**config.mk**
```make
export PLATFORM = sky130hd
export DESIGN_NAME = ufs_ctrl
export DESIGN_NICKNAME = d
export VERILOG_FILES = /design/src/core/ufs_pkg.sv /design/src/core/ufs_ctrl.sv
export VERILOG_INCLUDE_DIRS = /design/src /design/src/core
export SDC_FILE = /design/constraint.sdc
export NUM_CORES = 2
export LEC_CHECK = 0
export ABC_AREA = 1
export ABC_CLOCK_PERIOD_IN_PS = 4050
export BUFFER_PORTS_ARGS = -buffer_cell sky130_fd_sc_hd__buf_2
export CELL_PAD_IN_SITES_DETAIL_PLACEMENT = 1
export CELL_PAD_IN_SITES_GLOBAL_PLACEMENT = 2
export CORE_ASPECT_RATIO = 1.75
export CORE_UTILIZATION = 45
export DETAILED_ROUTE_END_ITERATION = 12
export PLACE_DENSITY = 0.88
export SKIP_CTS_REPAIR_TIMING = 1
export SLEW_MARGIN = 5
export SYNTH_ARGS = -nofsm -noshare
export SYNTH_HDL_FRONTEND = slang
export SYNTH_SLANG_ARGS = --single-unit
```
**constraint.sdc**
```tcl
create_clock -name mclk_i -period 4.05 [get_ports mclk_i]
set_clock_uncertainty 0.1 [all_clocks]
set_input_delay 0.405 -clock mclk_i [delete_from_list [all_inputs] [get_ports mclk_i]]
set_output_delay 0.405 -clock mclk_i [all_outputs]
set_load 0.03 [all_outputs]
```
**src/core/ufs_defs.svh**
```systemverilog
`ifndef UFS_DEFS_SVH
`define UFS_DEFS_SVH
// register offsets (byte addresses)
`define UFS_OFS_GUARD 8'h00
`define UFS_OFS_MISC 8'h04
`define UFS_OFS_STAT 8'h08
`define UFS_OFS_EPCFG 8'h0C
`define UFS_OFS_FSEL 8'h10
`define UFS_OFS_FDATA 8'h14
// guard key that lifts write protection
`define UFS_GUARD_KEY 16'h0096
// misc control field positions
`define UFS_MISC_PLL 0
`define UFS_MISC_LREG 1
`define UFS_MISC_HREG 2
`define UFS_MISC_RST 3
`define UFS_MISC_VDET 4
`define UFS_MISC_WAIT 5
`define UFS_MISC_PULL 6
// status field positions
`define UFS_ST_REGOK 0
`define UFS_ST_PLLOK 1
`define UFS_ST_VBUS 2
`define UFS_ST_SUSP 3
`define UFS_ST_BRST 4
`define UFS_ST_RSM 5
`define UFS_ST_OPEN 6
// reset values
`define UFS_MISC_RESET 7'h00
`define UFS_EPCFG_RESET 8'h00
// endpoint layout: four 64-byte regions
`define UFS_EP_BYTES 64
`define UFS_FIFO_BYTES 256
// transfer type encoding rejected by the endpoints
`define UFS_TT_ISO 2'h1
// timing
`define UFS_CLK_MHZ 25
`define UFS_REG_STAB_US 1000
`define UFS_PLL_STAB_US 1000
`define UFS_RST_SE0_NS 2500
`define UFS_SUSP_IDLE_US 3000
`define UFS_RST_CYC ((`UFS_RST_SE0_NS * `UFS_CLK_MHZ + 999) / 1000)
`endif

```
**src/core/ufs_pkg.sv**
```systemverilog
package ufs_pkg;
  // misc control register image
  typedef struct packed {
    logic pull_en;
    logic wait_sel;
    logic vdet;
    logic rst_rel;
    logic hreg;
    logic lreg;
    logic pll;
  } ufs_misc_t;
  // general endpoint configuration
  typedef struct packed {
    logic en;
    logic [1:0] ttype;
    logic [3:0] num;
    logic dir;
  } ufs_epcfg_t;
  // software register port
  typedef struct packed {
    logic [7:0] addr;
    logic [31:0] wdata;
    logic wr;
    logic rd;
  } ufs_req_t;
  typedef enum logic [1:0] {UFS_SE0, UFS_J, UFS_K, UFS_SE1} ufs_line_t;
  typedef enum logic [1:0] {UFS_S_RUN, UFS_S_SUSP, UFS_S_RESET} ufs_sie_t;
endpackage

```
**src/core/ufs_ctrl.sv**
```systemverilog
// Strobed register access and the placing of the registers were left to the implementer.
`timescale 1ns/1ps
`include "ufs_defs.svh"
// Functional notes
// - device-only target; full-speed line decoding, 12 Mbps, D+ pulled up
// - control, bulk, interrupt endpoints; isochronous type is refused
// - endpoint 0 plus three endpoints with direction, number, enable
// - 256-byte FIFO, one fixed 64-byte region per endpoint
// - 48 MHz from 12 MHz times four; host supplies stable oscillator
// - software bit runs the PLL; clock unusable until stabilization passes
// - serial engine tracks suspend, resume and bus reset events
// - D+ pull-up is software enabled and disabled
// - two regulator enables; outputs unusable until stabilization time passes
// - regulator controls and FIFO locked while bus power absent
// - writing one to reset release lets the USB logic run
// - detect bit connects logic; only then USB registers are accessible
module ufs_ctrl import ufs_pkg::*; #(
  parameter int REG_STAB_CYC = `UFS_REG_STAB_US * `UFS_CLK_MHZ,
  parameter int PLL_STAB_CYC = `UFS_PLL_STAB_US * `UFS_CLK_MHZ,
  parameter int SUSP_CYC = `UFS_SUSP_IDLE_US * `UFS_CLK_MHZ
) (
  // clock, reset, enable
  input wire logic mclk_i,
  input wire logic reset_n_i,
  input wire logic ce_i,
  // register port
  input wire logic [7:0] addr_i,
  input wire logic [31:0] wdata_i,
  input wire logic wr_i,
  input wire logic rd_i,
  output logic [31:0] rdata_o,
  // bus power sense pin
  input wire logic vbus_i,
  // USB data lines
  input wire logic plus_data_line_i,
  input wire logic minus_data_line_i,
  output logic plus_data_line_o,
  output logic plus_data_line_oe_o,
  output logic minus_data_line_o,
  output logic minus_data_line_oe_o,
  output logic dp_pullup_o,
  // power and clock controls
  output logic low_regulator_enable_o,
  output logic high_regulator_enable_o,
  output logic pll_run_enable_o,
  output logic pll_clock_ready_o,
  output logic controller_reset_release_o,
  output logic bus_access_wait_select_o,
  output logic bus_suspended_o
);
  localparam int RST_CYC = `UFS_RST_CYC;

  ufs_req_t req;
  assign req = '{addr: addr_i, wdata: wdata_i, wr: wr_i, rd: rd_i};

  // pin synchronisers: stage one feeds stage two only
  logic [2:0] pin_s1, pin_s2;
  always_ff @(posedge mclk_i or negedge reset_n_i) begin
    if (!reset_n_i) begin
      pin_s1 <= 3'h0;
      pin_s2 <= 3'h0;
    end else if (ce_i) begin
      pin_s1 <= {vbus_i, plus_data_line_i, minus_data_line_i};
      pin_s2 <= pin_s1;
    end
  end
  logic vbus_ok;
  ufs_line_t line;
  assign vbus_ok = pin_s2[2];
  // full-speed device: J is D+ high, K is D- high
  assign line = ufs_line_t'(pin_s2[1:0] == 2'h2 ? UFS_J :
                            pin_s2[1:0] == 2'h1 ? UFS_K :
                            pin_s2[1:0] == 2'h0 ? UFS_SE0 : UFS_SE1);

  // control state
  logic unlocked, next_unlocked;
  ufs_misc_t misc, next_misc;
  ufs_epcfg_t [2:0] epcfg, next_epcfg;
  logic [1:0] fsel_ep, next_fsel_ep;
  logic [5:0] fptr, next_fptr;
  logic [31:0] rdata, next_rdata;
  logic brst_flag, next_brst_flag;
  logic rsm_flag, next_rsm_flag;
  logic fifo_we;
  logic [7:0] fifo_addr;
  logic [7:0] fifo [0:`UFS_FIFO_BYTES-1];
  logic reg_ok, pll_ok;
  logic ev_brst, ev_rsm;
  ufs_sie_t serial_interface_engine;

  // usb registers open only once detect bit set and power present
  logic usb_open, fifo_open;
  assign usb_open = misc.vdet & vbus_ok;
  assign fifo_open = usb_open;
  // region base is fixed per endpoint, pointer wraps within 64 bytes
  assign fifo_addr = {fsel_ep, fptr};

  // register writes, reads and sticky event flags
  always_comb begin
    next_unlocked = unlocked;
    next_misc = misc;
    next_epcfg = epcfg;
    next_fsel_ep = fsel_ep;
    next_fptr = fptr;
    next_rdata = 32'h0;
    fifo_we = 1'b0;
    next_brst_flag = brst_flag;
    next_rsm_flag = rsm_flag;
    if (req.wr) begin
      case (req.addr)
        `UFS_OFS_GUARD: next_unlocked = (req.wdata[15:0] == `UFS_GUARD_KEY);
        `UFS_OFS_MISC: begin
          if (unlocked) begin
            next_misc.pll = req.wdata[`UFS_MISC_PLL];
            next_misc.rst_rel = req.wdata[`UFS_MISC_RST];
            next_misc.vdet = req.wdata[`UFS_MISC_VDET];
            next_misc.wait_sel = req.wdata[`UFS_MISC_WAIT];
            if (vbus_ok) begin
              next_misc.lreg = req.wdata[`UFS_MISC_LREG];
              next_misc.hreg = req.wdata[`UFS_MISC_HREG];
            end
          end
          next_misc.pull_en = req.wdata[`UFS_MISC_PULL];
        end
        `UFS_OFS_STAT: begin
          // write one clears; a new event below still wins
          if (req.wdata[`UFS_ST_BRST]) next_brst_flag = 1'b0;
          if (req.wdata[`UFS_ST_RSM]) next_rsm_flag = 1'b0;
        end
        `UFS_OFS_EPCFG: begin
          if (usb_open) begin
            for (int i = 0; i < 3; i++) begin
              // isochronous endpoints are not supported
              if (req.wdata[8*i+6 -: 2] != `UFS_TT_ISO) begin
                next_epcfg[i] = ufs_epcfg_t'(req.wdata[8*i +: 8]);
              end
            end
          end
        end
        `UFS_OFS_FSEL: begin
          if (usb_open) begin
            next_fsel_ep = req.wdata[7:6];
            next_fptr = req.wdata[5:0];
          end
        end
        `UFS_OFS_FDATA: begin
          if (fifo_open) begin
            fifo_we = 1'b1;
            next_fptr = fptr + 6'h01;
          end
        end
        default: ;
      endcase
    end
    if (req.rd) begin
      case (req.addr)
        `UFS_OFS_GUARD: next_rdata = {31'h0, unlocked};
        `UFS_OFS_MISC: next_rdata = {25'h0, misc};
        `UFS_OFS_STAT: next_rdata = {25'h0, usb_open, rsm_flag, brst_flag,
                                     bus_suspended_o, vbus_ok, pll_ok, reg_ok};
        `UFS_OFS_EPCFG: next_rdata = usb_open ? {8'h0, epcfg} : 32'h0;
        `UFS_OFS_FSEL: next_rdata = usb_open ? {24'h0, fsel_ep, fptr} : 32'h0;
        `UFS_OFS_FDATA: begin
          if (fifo_open) begin
            next_rdata = {24'h0, fifo[fifo_addr]};
            next_fptr = fptr + 6'h01;
          end
        end
        default: next_rdata = 32'h0;
      endcase
    end
    if (ev_brst) next_brst_flag = 1'b1;
    if (ev_rsm) next_rsm_flag = 1'b1;
  end

  always_ff @(posedge mclk_i or negedge reset_n_i) begin
    if (!reset_n_i) begin
      unlocked <= 1'b0;
      misc <= ufs_misc_t'(`UFS_MISC_RESET);
      epcfg <= {3{ufs_epcfg_t'(`UFS_EPCFG_RESET)}};
      fsel_ep <= 2'h0;
      fptr <= 6'h00;
      rdata <= 32'h0;
      brst_flag <= 1'b0;
      rsm_flag <= 1'b0;
    end else if (ce_i) begin
      unlocked <= next_unlocked;
      misc <= next_misc;
      epcfg <= next_epcfg;
      fsel_ep <= next_fsel_ep;
      fptr <= next_fptr;
      rdata <= next_rdata;
      brst_flag <= next_brst_flag;
      rsm_flag <= next_rsm_flag;
    end
  end

  // fifo storage has no reset; contents undefined until written
  always_ff @(posedge mclk_i) begin
    if (ce_i && fifo_we) begin
      fifo[fifo_addr] <= req.wdata[7:0];
    end
  end

  // stabilization timers: readiness only after the full count
  logic [19:0] reg_cnt, next_reg_cnt, pll_cnt, next_pll_cnt;
  logic next_reg_ok, next_pll_ok;
  always_comb begin
    next_reg_cnt = reg_cnt;
    next_reg_ok = reg_ok;
    if (!(misc.lreg & misc.hreg)) begin
      next_reg_cnt = 20'h0;
      next_reg_ok = 1'b0;
    end else if (reg_cnt == 20'(REG_STAB_CYC - 1)) begin
      next_reg_ok = 1'b1;
    end else begin
      next_reg_cnt = reg_cnt + 20'h1;
    end
    next_pll_cnt = pll_cnt;
    next_pll_ok = pll_ok;
    if (!misc.pll) begin
      next_pll_cnt = 20'h0;
      next_pll_ok = 1'b0;
    end else if (pll_cnt == 20'(PLL_STAB_CYC - 1)) begin
      next_pll_ok = 1'b1;
    end else begin
      next_pll_cnt = pll_cnt + 20'h1;
    end
  end

  always_ff @(posedge mclk_i or negedge reset_n_i) begin
    if (!reset_n_i) begin
      reg_cnt <= 20'h0;
      pll_cnt <= 20'h0;
      reg_ok <= 1'b0;
      pll_ok <= 1'b0;
    end else if (ce_i) begin
      reg_cnt <= next_reg_cnt;
      pll_cnt <= next_pll_cnt;
      reg_ok <= next_reg_ok;
      pll_ok <= next_pll_ok;
    end
  end

  // serial engine bus events; runs only while released and connected
  ufs_sie_t next_sie;
  logic [16:0] idle_cnt, next_idle_cnt;
  logic [6:0] se0_cnt, next_se0_cnt;
  logic sie_run;
  assign sie_run = misc.rst_rel & usb_open & pll_ok;
  always_comb begin
    next_sie = serial_interface_engine;
    next_idle_cnt = idle_cnt;
    next_se0_cnt = se0_cnt;
    ev_brst = 1'b0;
    ev_rsm = 1'b0;
    next_se0_cnt = (line == UFS_SE0) ? se0_cnt + 7'h1 : 7'h0;
    // saturate only while the line holds, so a later event counts afresh
    if (line == UFS_SE0 && se0_cnt == 7'(RST_CYC)) next_se0_cnt = se0_cnt;
    next_idle_cnt = (line == UFS_J) ? idle_cnt + 17'h1 : 17'h0;
    if (line == UFS_J && idle_cnt == 17'(SUSP_CYC)) next_idle_cnt = idle_cnt;
    if (!sie_run) begin
      next_sie = UFS_S_RUN;
      next_se0_cnt = 7'h0;
      next_idle_cnt = 17'h0;
    end else begin
      case (serial_interface_engine)
        UFS_S_RUN: begin
          if (se0_cnt == 7'(RST_CYC - 1)) begin
            next_sie = UFS_S_RESET;
            ev_brst = 1'b1;
          end else if (idle_cnt == 17'(SUSP_CYC - 1)) begin
            next_sie = UFS_S_SUSP;
          end
        end
        UFS_S_SUSP: begin
          if (line == UFS_K) begin
            next_sie = UFS_S_RUN;
            ev_rsm = 1'b1;
          end else if (se0_cnt == 7'(RST_CYC - 1)) begin
            next_sie = UFS_S_RESET;
            ev_brst = 1'b1;
          end
        end
        UFS_S_RESET: begin
          if (line != UFS_SE0) next_sie = UFS_S_RUN;
        end
        default: next_sie = UFS_S_RUN;
      endcase
    end
  end

  always_ff @(posedge mclk_i or negedge reset_n_i) begin
    if (!reset_n_i) begin
      serial_interface_engine <= UFS_S_RUN;
      idle_cnt <= 17'h0;
      se0_cnt <= 7'h0;
    end else if (ce_i) begin
      serial_interface_engine <= next_sie;
      idle_cnt <= next_idle_cnt;
      se0_cnt <= next_se0_cnt;
    end
  end

  // registered outputs; data lines only listened to here
  always_ff @(posedge mclk_i or negedge reset_n_i) begin
    if (!reset_n_i) begin
      rdata_o <= 32'h0;
      plus_data_line_o <= 1'b0;
      plus_data_line_oe_o <= 1'b0;
      minus_data_line_o <= 1'b0;
      minus_data_line_oe_o <= 1'b0;
      dp_pullup_o <= 1'b0;
      low_regulator_enable_o <= 1'b0;
      high_regulator_enable_o <= 1'b0;
      pll_run_enable_o <= 1'b0;
      pll_clock_ready_o <= 1'b0;
      controller_reset_release_o <= 1'b0;
      bus_access_wait_select_o <= 1'b0;
      bus_suspended_o <= 1'b0;
    end else if (ce_i) begin
      rdata_o <= next_rdata;
      plus_data_line_o <= 1'b0;
      plus_data_line_oe_o <= 1'b0;
      minus_data_line_o <= 1'b0;
      minus_data_line_oe_o <= 1'b0;
      // pull-up only with power present, so the host sees a full-speed device
      dp_pullup_o <= next_misc.pull_en & vbus_ok;
      low_regulator_enable_o <= next_misc.lreg;
      high_regulator_enable_o <= next_misc.hreg;
      pll_run_enable_o <= next_misc.pll;
      pll_clock_ready_o <= next_pll_ok;
      controller_reset_release_o <= next_misc.rst_rel;
      bus_access_wait_select_o <= next_misc.wait_sel;
      bus_suspended_o <= (next_sie == UFS_S_SUSP);
    end
  end
endmodule

```
* Word level (Yosys, flattened, before mapping)
Memory sizes are Yosys's and may differ from the RTL's. Index checks and enable logic that the tools add are counted.
Operators by class: reductions and logical operators 29, multiplexer cells 60, $add $sub $neg 5, magnitude comparators 0, shift-type cells 0, $mul 0, equal/unequal tests 28, div/mod/pow operators 0, bitwise gates (word level) 5
Operator list (number):
- $pmux 24 s6 | 1
- $mux 20 | 4
- $mux 17 | 3
- $mux 24 | 2
- $mux 6 | 7
- $add 20x1->20 const B | 2
- $eq 20x15->1 const B | 2
- $mux 7 | 5
- $eq 17x17->1 const B | 2
- $mux 1 | 23
- $mux 2 | 10
- $reduce_and 5->1 | 4
- $add 17x1->17 const B | 1
- $eq 16x8->1 const B | 1
- $eq 8x4->1 const B | 2
- $eq 8x5->1 const B | 2
- $mux 8 | 2
- $reduce_and 4->1 | 4
- $eq 7x6->1 const B | 2
- $reduce_bool 2->1 | 7
- $pmux 6 s2 | 1
- $reduce_and 2->1 | 6
- $ne 2x1->1 const B | 5
- $eq 2x1->1 const B | 4
- other kinds (12) | 25
Storage, ports and cells: memories 1, bits in writable memories 2048, register bits 150, output and inout port bits 44, input port bits 48, bits in latches 0, memory bits (read-only) 0
Memories:
- fifo | words 256, bits a word 8, read ports 1, clocked after memory_dff 0, wr ports 1, RTL line ufs_ctrl.sv:86 | logic [7:0] fifo [0:`UFS_FIFO_BYTES-1];

* Longest topological paths before layout
depth in word-level cells 10, mapped depth 20, gate-level depth less buffers 17

* Worst setup path before layout
Ideal clock, no wire load.
kind register -> register, from register fptr[1], to memory fifo[104][0], enable pin, buffers on the path 4, arrival time 2.215 ns, required time 3.580 ns, period minus slack after synthesis 2.685 ns, slack 1.365 ns, stages on the path, launching flop included 9, path through dfrtp_1 > inv_1 > buf_2 > clkbuf_1 > clkbuf_1 > ha_1 > nand2_1 > clkbuf_1 > nor2_1
RTL lines:
- from (decl) | RTL line ufs_ctrl.sv:80 | logic [5:0] fptr, next_fptr;
- from (signal assigned) | RTL line ufs_ctrl.sv:191 | fptr <= next_fptr;
- to (decl) | RTL line ufs_ctrl.sv:86
No word-level cell before the write port.

* Final worst setup path
from register fptr[0], to register rdata_o[0]
On the way: longest elaborated chain between the ends 4
Ends and longest elaborated chain:
- $mem_v2 256x8
- $mux 8 | RTL line ufs_ctrl.sv:164 | if (fifo_open) begin
- $pmux 24 s6 (*) | RTL line ufs_ctrl.sv:156 | case (req.addr)
- $mux 24 (*) | RTL line ufs_ctrl.sv:155 | if (req.rd) begin
- to (signal assigned) | RTL line ufs_ctrl.sv:322 | rdata_o <= next_rdata;
- to (decl) | RTL line ufs_ctrl.sv:31 | output logic [31:0] rdata_o,
Every way passes the cells marked *; elsewhere a longest branch is shown, timed or not. A chain may end at the register's enable or synchronous reset.

==> run metrics <==
Fin. Hold Viols 1; worst hold slack -2.79 ps; Clock Latency Late Sink 880 ps; number of flops mapped to enable cells by yosys 2048; final worst-path cycle share 96.4%; # rows 221; CP Class flop to flop; min-delay worst type input pin to flop; CTS clock-pin slew for the worst setup and hold paths 70 ps; worst path required time 4720 ps; Synth Flop Type edfxtp_1; Max Freq 256 MHz; vias in the first global route 72982; first-pass GRT wire length 441000 um; area grow syn2layout 14.0%; Port Buf Inserts 71; Routed WL per cell 23.4 um; Ports 92; grt ovf 0; Die Height 608 um; initial core utilization 45.4%; RSZ-0062 raised after global routing no; clock tree buffer depth 4; ANT nets after route 0; crit-path cells inv_8, buf_12, buf_12, o21ai_0, nand2_1, nand2_1, nand2_1, o21ai_1, nand2_1, nor2_1, nor2_1, nor2_1, nand2_1, nand2_1, nand2_1, nand2_1, nand2_1; maximum vdd drop 0.000403 V; Lkg Pwr 0.0442 uW; Final nets 9735; Slew @ Worst Pin 1050 ps; RePlAce Congestion 0.896; cell area after synthesis 0.0943 sq mm; clock sinks 2190; slew margin rel. 29.7%; top cell type's share of synthesized area 65.2%; CTS root buf clkbuf_16; vias post-DR 67417; flop-to-flop setup slack 140 ps; Vias/cell 5.34; syn_area_per_cell 10.1 sq um; Critical Path AT 4580 ps; MaxCap Viol Count 0; number of DRC markers in iteration 0 4831; critical-path maximum fanout 45; pin count of the biggest net entering global routing 133; H-Tree Depth 4; Synth Instances 9356; Filler Cells Inserted 22612; DRC 0; Slew Limit Fails 0; CTS buffer count 206; Synth async-reset ratio 6.48%; overall routing resource usage 27.8%; Synth Warn # 0; CTS tree done; Setup crit end kind flop; DP Wirelength 189000 um; PwrDens 455 mW/mm^2; post-route total power 48900 uW; Cell variety after synth 49; CP max-delay cell dfrtp_4; CP max stage delay 750 ps; CP Launch Type flop; share of cells above drive strength 1 8.85%; cell mode on critical path nand2_1; routed wire length 295000 um; initial antenna violation count 5; Area contributors post-synth edfxtp_1 (65%), nand2_1 (14%), nor2_1 (3.9%); die area 0.211 sq mm; cell accounting for the most synthesized area edfxtp_1; failing checks negative hold slack; status finished, violations left; Seq cells post-synth 2190; final setup violation count 0; Final min period 3910 ps; first-pass iteration count of the detailed router 6; sequential-to-total area share from yosys stat 69.0%; setup TNS 0 ps; Die Width 348 um; core area 0.208 sq mm
==> state kept, by name, summed over array words and instances (netlist names), 2 cells and up <==
name                     flops
epcfg                       24
fifo                      2048
fptr                         6
fsel_ep                      2
idle_cnt                    17
misc                         2
pin_s1                       3
pin_s2                       3
pll_cnt                     20
rdata_o                     24
reg_cnt                     20
se0_cnt                      7
serial_interface_engine      2
==> report_power, final <==
group / internal, uW / leakage (uW) / switching, uW / total (uW)
clock: 11100 / 0.00327 / 8600 / 19700
sequential: 24700 / 0.0203 / 31.9 / 24800
combinational: 1090 / 0.0207 / 3300 / 4400
==> layer usage <==
metal / track usage [%] / up-vias / routed length (um)
met3: 2.85 / 667 / 11000
met1: 29.2 / 34117 / 104000
met2: 52.7 / 1618 / 160000
met4: 17.2 / 4 / 20400
li1: - / 31011 / -
met5: 0 / - / 29
==> final timing paths <==
path | startpoint | to | cells after the start
setup / recovery | fptr[0] | rdata_o[0] | 17
hold / removal | ce_i | pin_s1[0] | 4
setup reg to reg | fptr[0] | rdata_o[0] | 17
hold reg to reg | rdata_o[1] | rdata_o[1] | 2
max in group asynchronous | reset_n_i | idle_cnt[14] | 3
min in group asynchronous | reset_n_i | pll_cnt[19] | 2
==> critical path, delay by kind of cell, from the launching register on <==
kind | cells | cell delay, ps
AOI/OAI and AO/OA | 2 | 490
buffers and inverters | 3 | 800
DFF | 1 | 750
and+or+nand+nor | 12 | 1630
==> final cells by class <==
class | instances | area [sq um] | share of cell area (%)
Tap cell | 2787 | 3490 | 3.24
Inverter | 896 | 3380 | 3.15
Sequential cell | 2190 | 65100 | 60.5
Clock buffer | 236 | 5310 | 4.94
Timing Repair Buffer | 571 | 4950 | 4.61
Antenna cell | 1 | 2.50 | 0.00233
Multi-Input combinational cell | 5811 | 23900 | 22.2
Clock inverter | 137 | 1380 | 1.28
==> Yosys cell counts (4+ instances only) <==
library cell,number
a32o_1,5
o32ai_1,5
o21ai_0,358
o31ai_1,16
a21oi_1,38
xor2_1,16
buf_6,4
nor3_1,34
buf_1,30
buf_4,27
clkinv_1,5
o21ai_1,279
a221oi_1,7
nand4_1,24
xnor2_1,6
clkbuf_1,239
a22oi_1,7
inv_1,888
nand3_1,379
ha_1,11
dfrtp_1,142
nor3b_1,5
nor2_1,973
edfxtp_1,2048
nand2_1,3586
nor4_1,17
o22ai_1,8
buf_2,170
==> metrics by stage <==
stage / setup slack, ps / std cells / area (sq um) / utilization [%]
2_1_floorplan: 1360 / 9367 / 94300 / -
3_3_place_gp: 248 / 12222 / 100000 / 48.4
3_5_place_dp: 265 / 12222 / 100000 / 48.4
5_1_grt: 74.2 / 12629 / 107000 / 51.8
4_1_cts: 283 / 12595 / 107000 / 51.6
6_report: 144 / 12629 / 107000 / 51.8
==> cell usage in the layout, fill, tap and decap left out, types with 7 or more instances in the layout <==
cell type and n:
clkinvlp_4 9, a221oi_1 7, nor2_1 968, nand2_2 16, ha_1 11, clkinv_2 40, buf_2 62, nand2_1 3570
nand4_1 24, buf_8 8, inv_1 887, o21ai_1 279, a22oi_1 7, edfxtp_1 2048, bufinv_16 27, nor4_1 17
clkinv_1 52, o31ai_1 16, buf_4 413, clkbuf_16 208, buf_12 54, nand3_1 379, o21ai_0 358, a21oi_1 38
nor3_1 34, dlygate4sd3_1 33, dfrtp_1 140, conb_1 12, xor2_1 16, o22ai_1 8, clkbuf_1 28
==> logic make-up (layout without fill, tap and decap cells) <==
logic type	after synthesis	count (layout)	synth area share, %
other	1	13	0.00398
AND/OR/NAND/NOR	5024	5024	20.7
multiplexers	1	1	0.0106
adder cells (fa/ha/maj)	11	11	0.146
XOR/XNOR	22	22	0.204
AO/OA/AOI/OAI	741	741	4.14
flip-flops	2190	2190	69.0
buffers and inverters	1366	1840	5.80
Note: power is estimated with default switching activity, not from simulation.
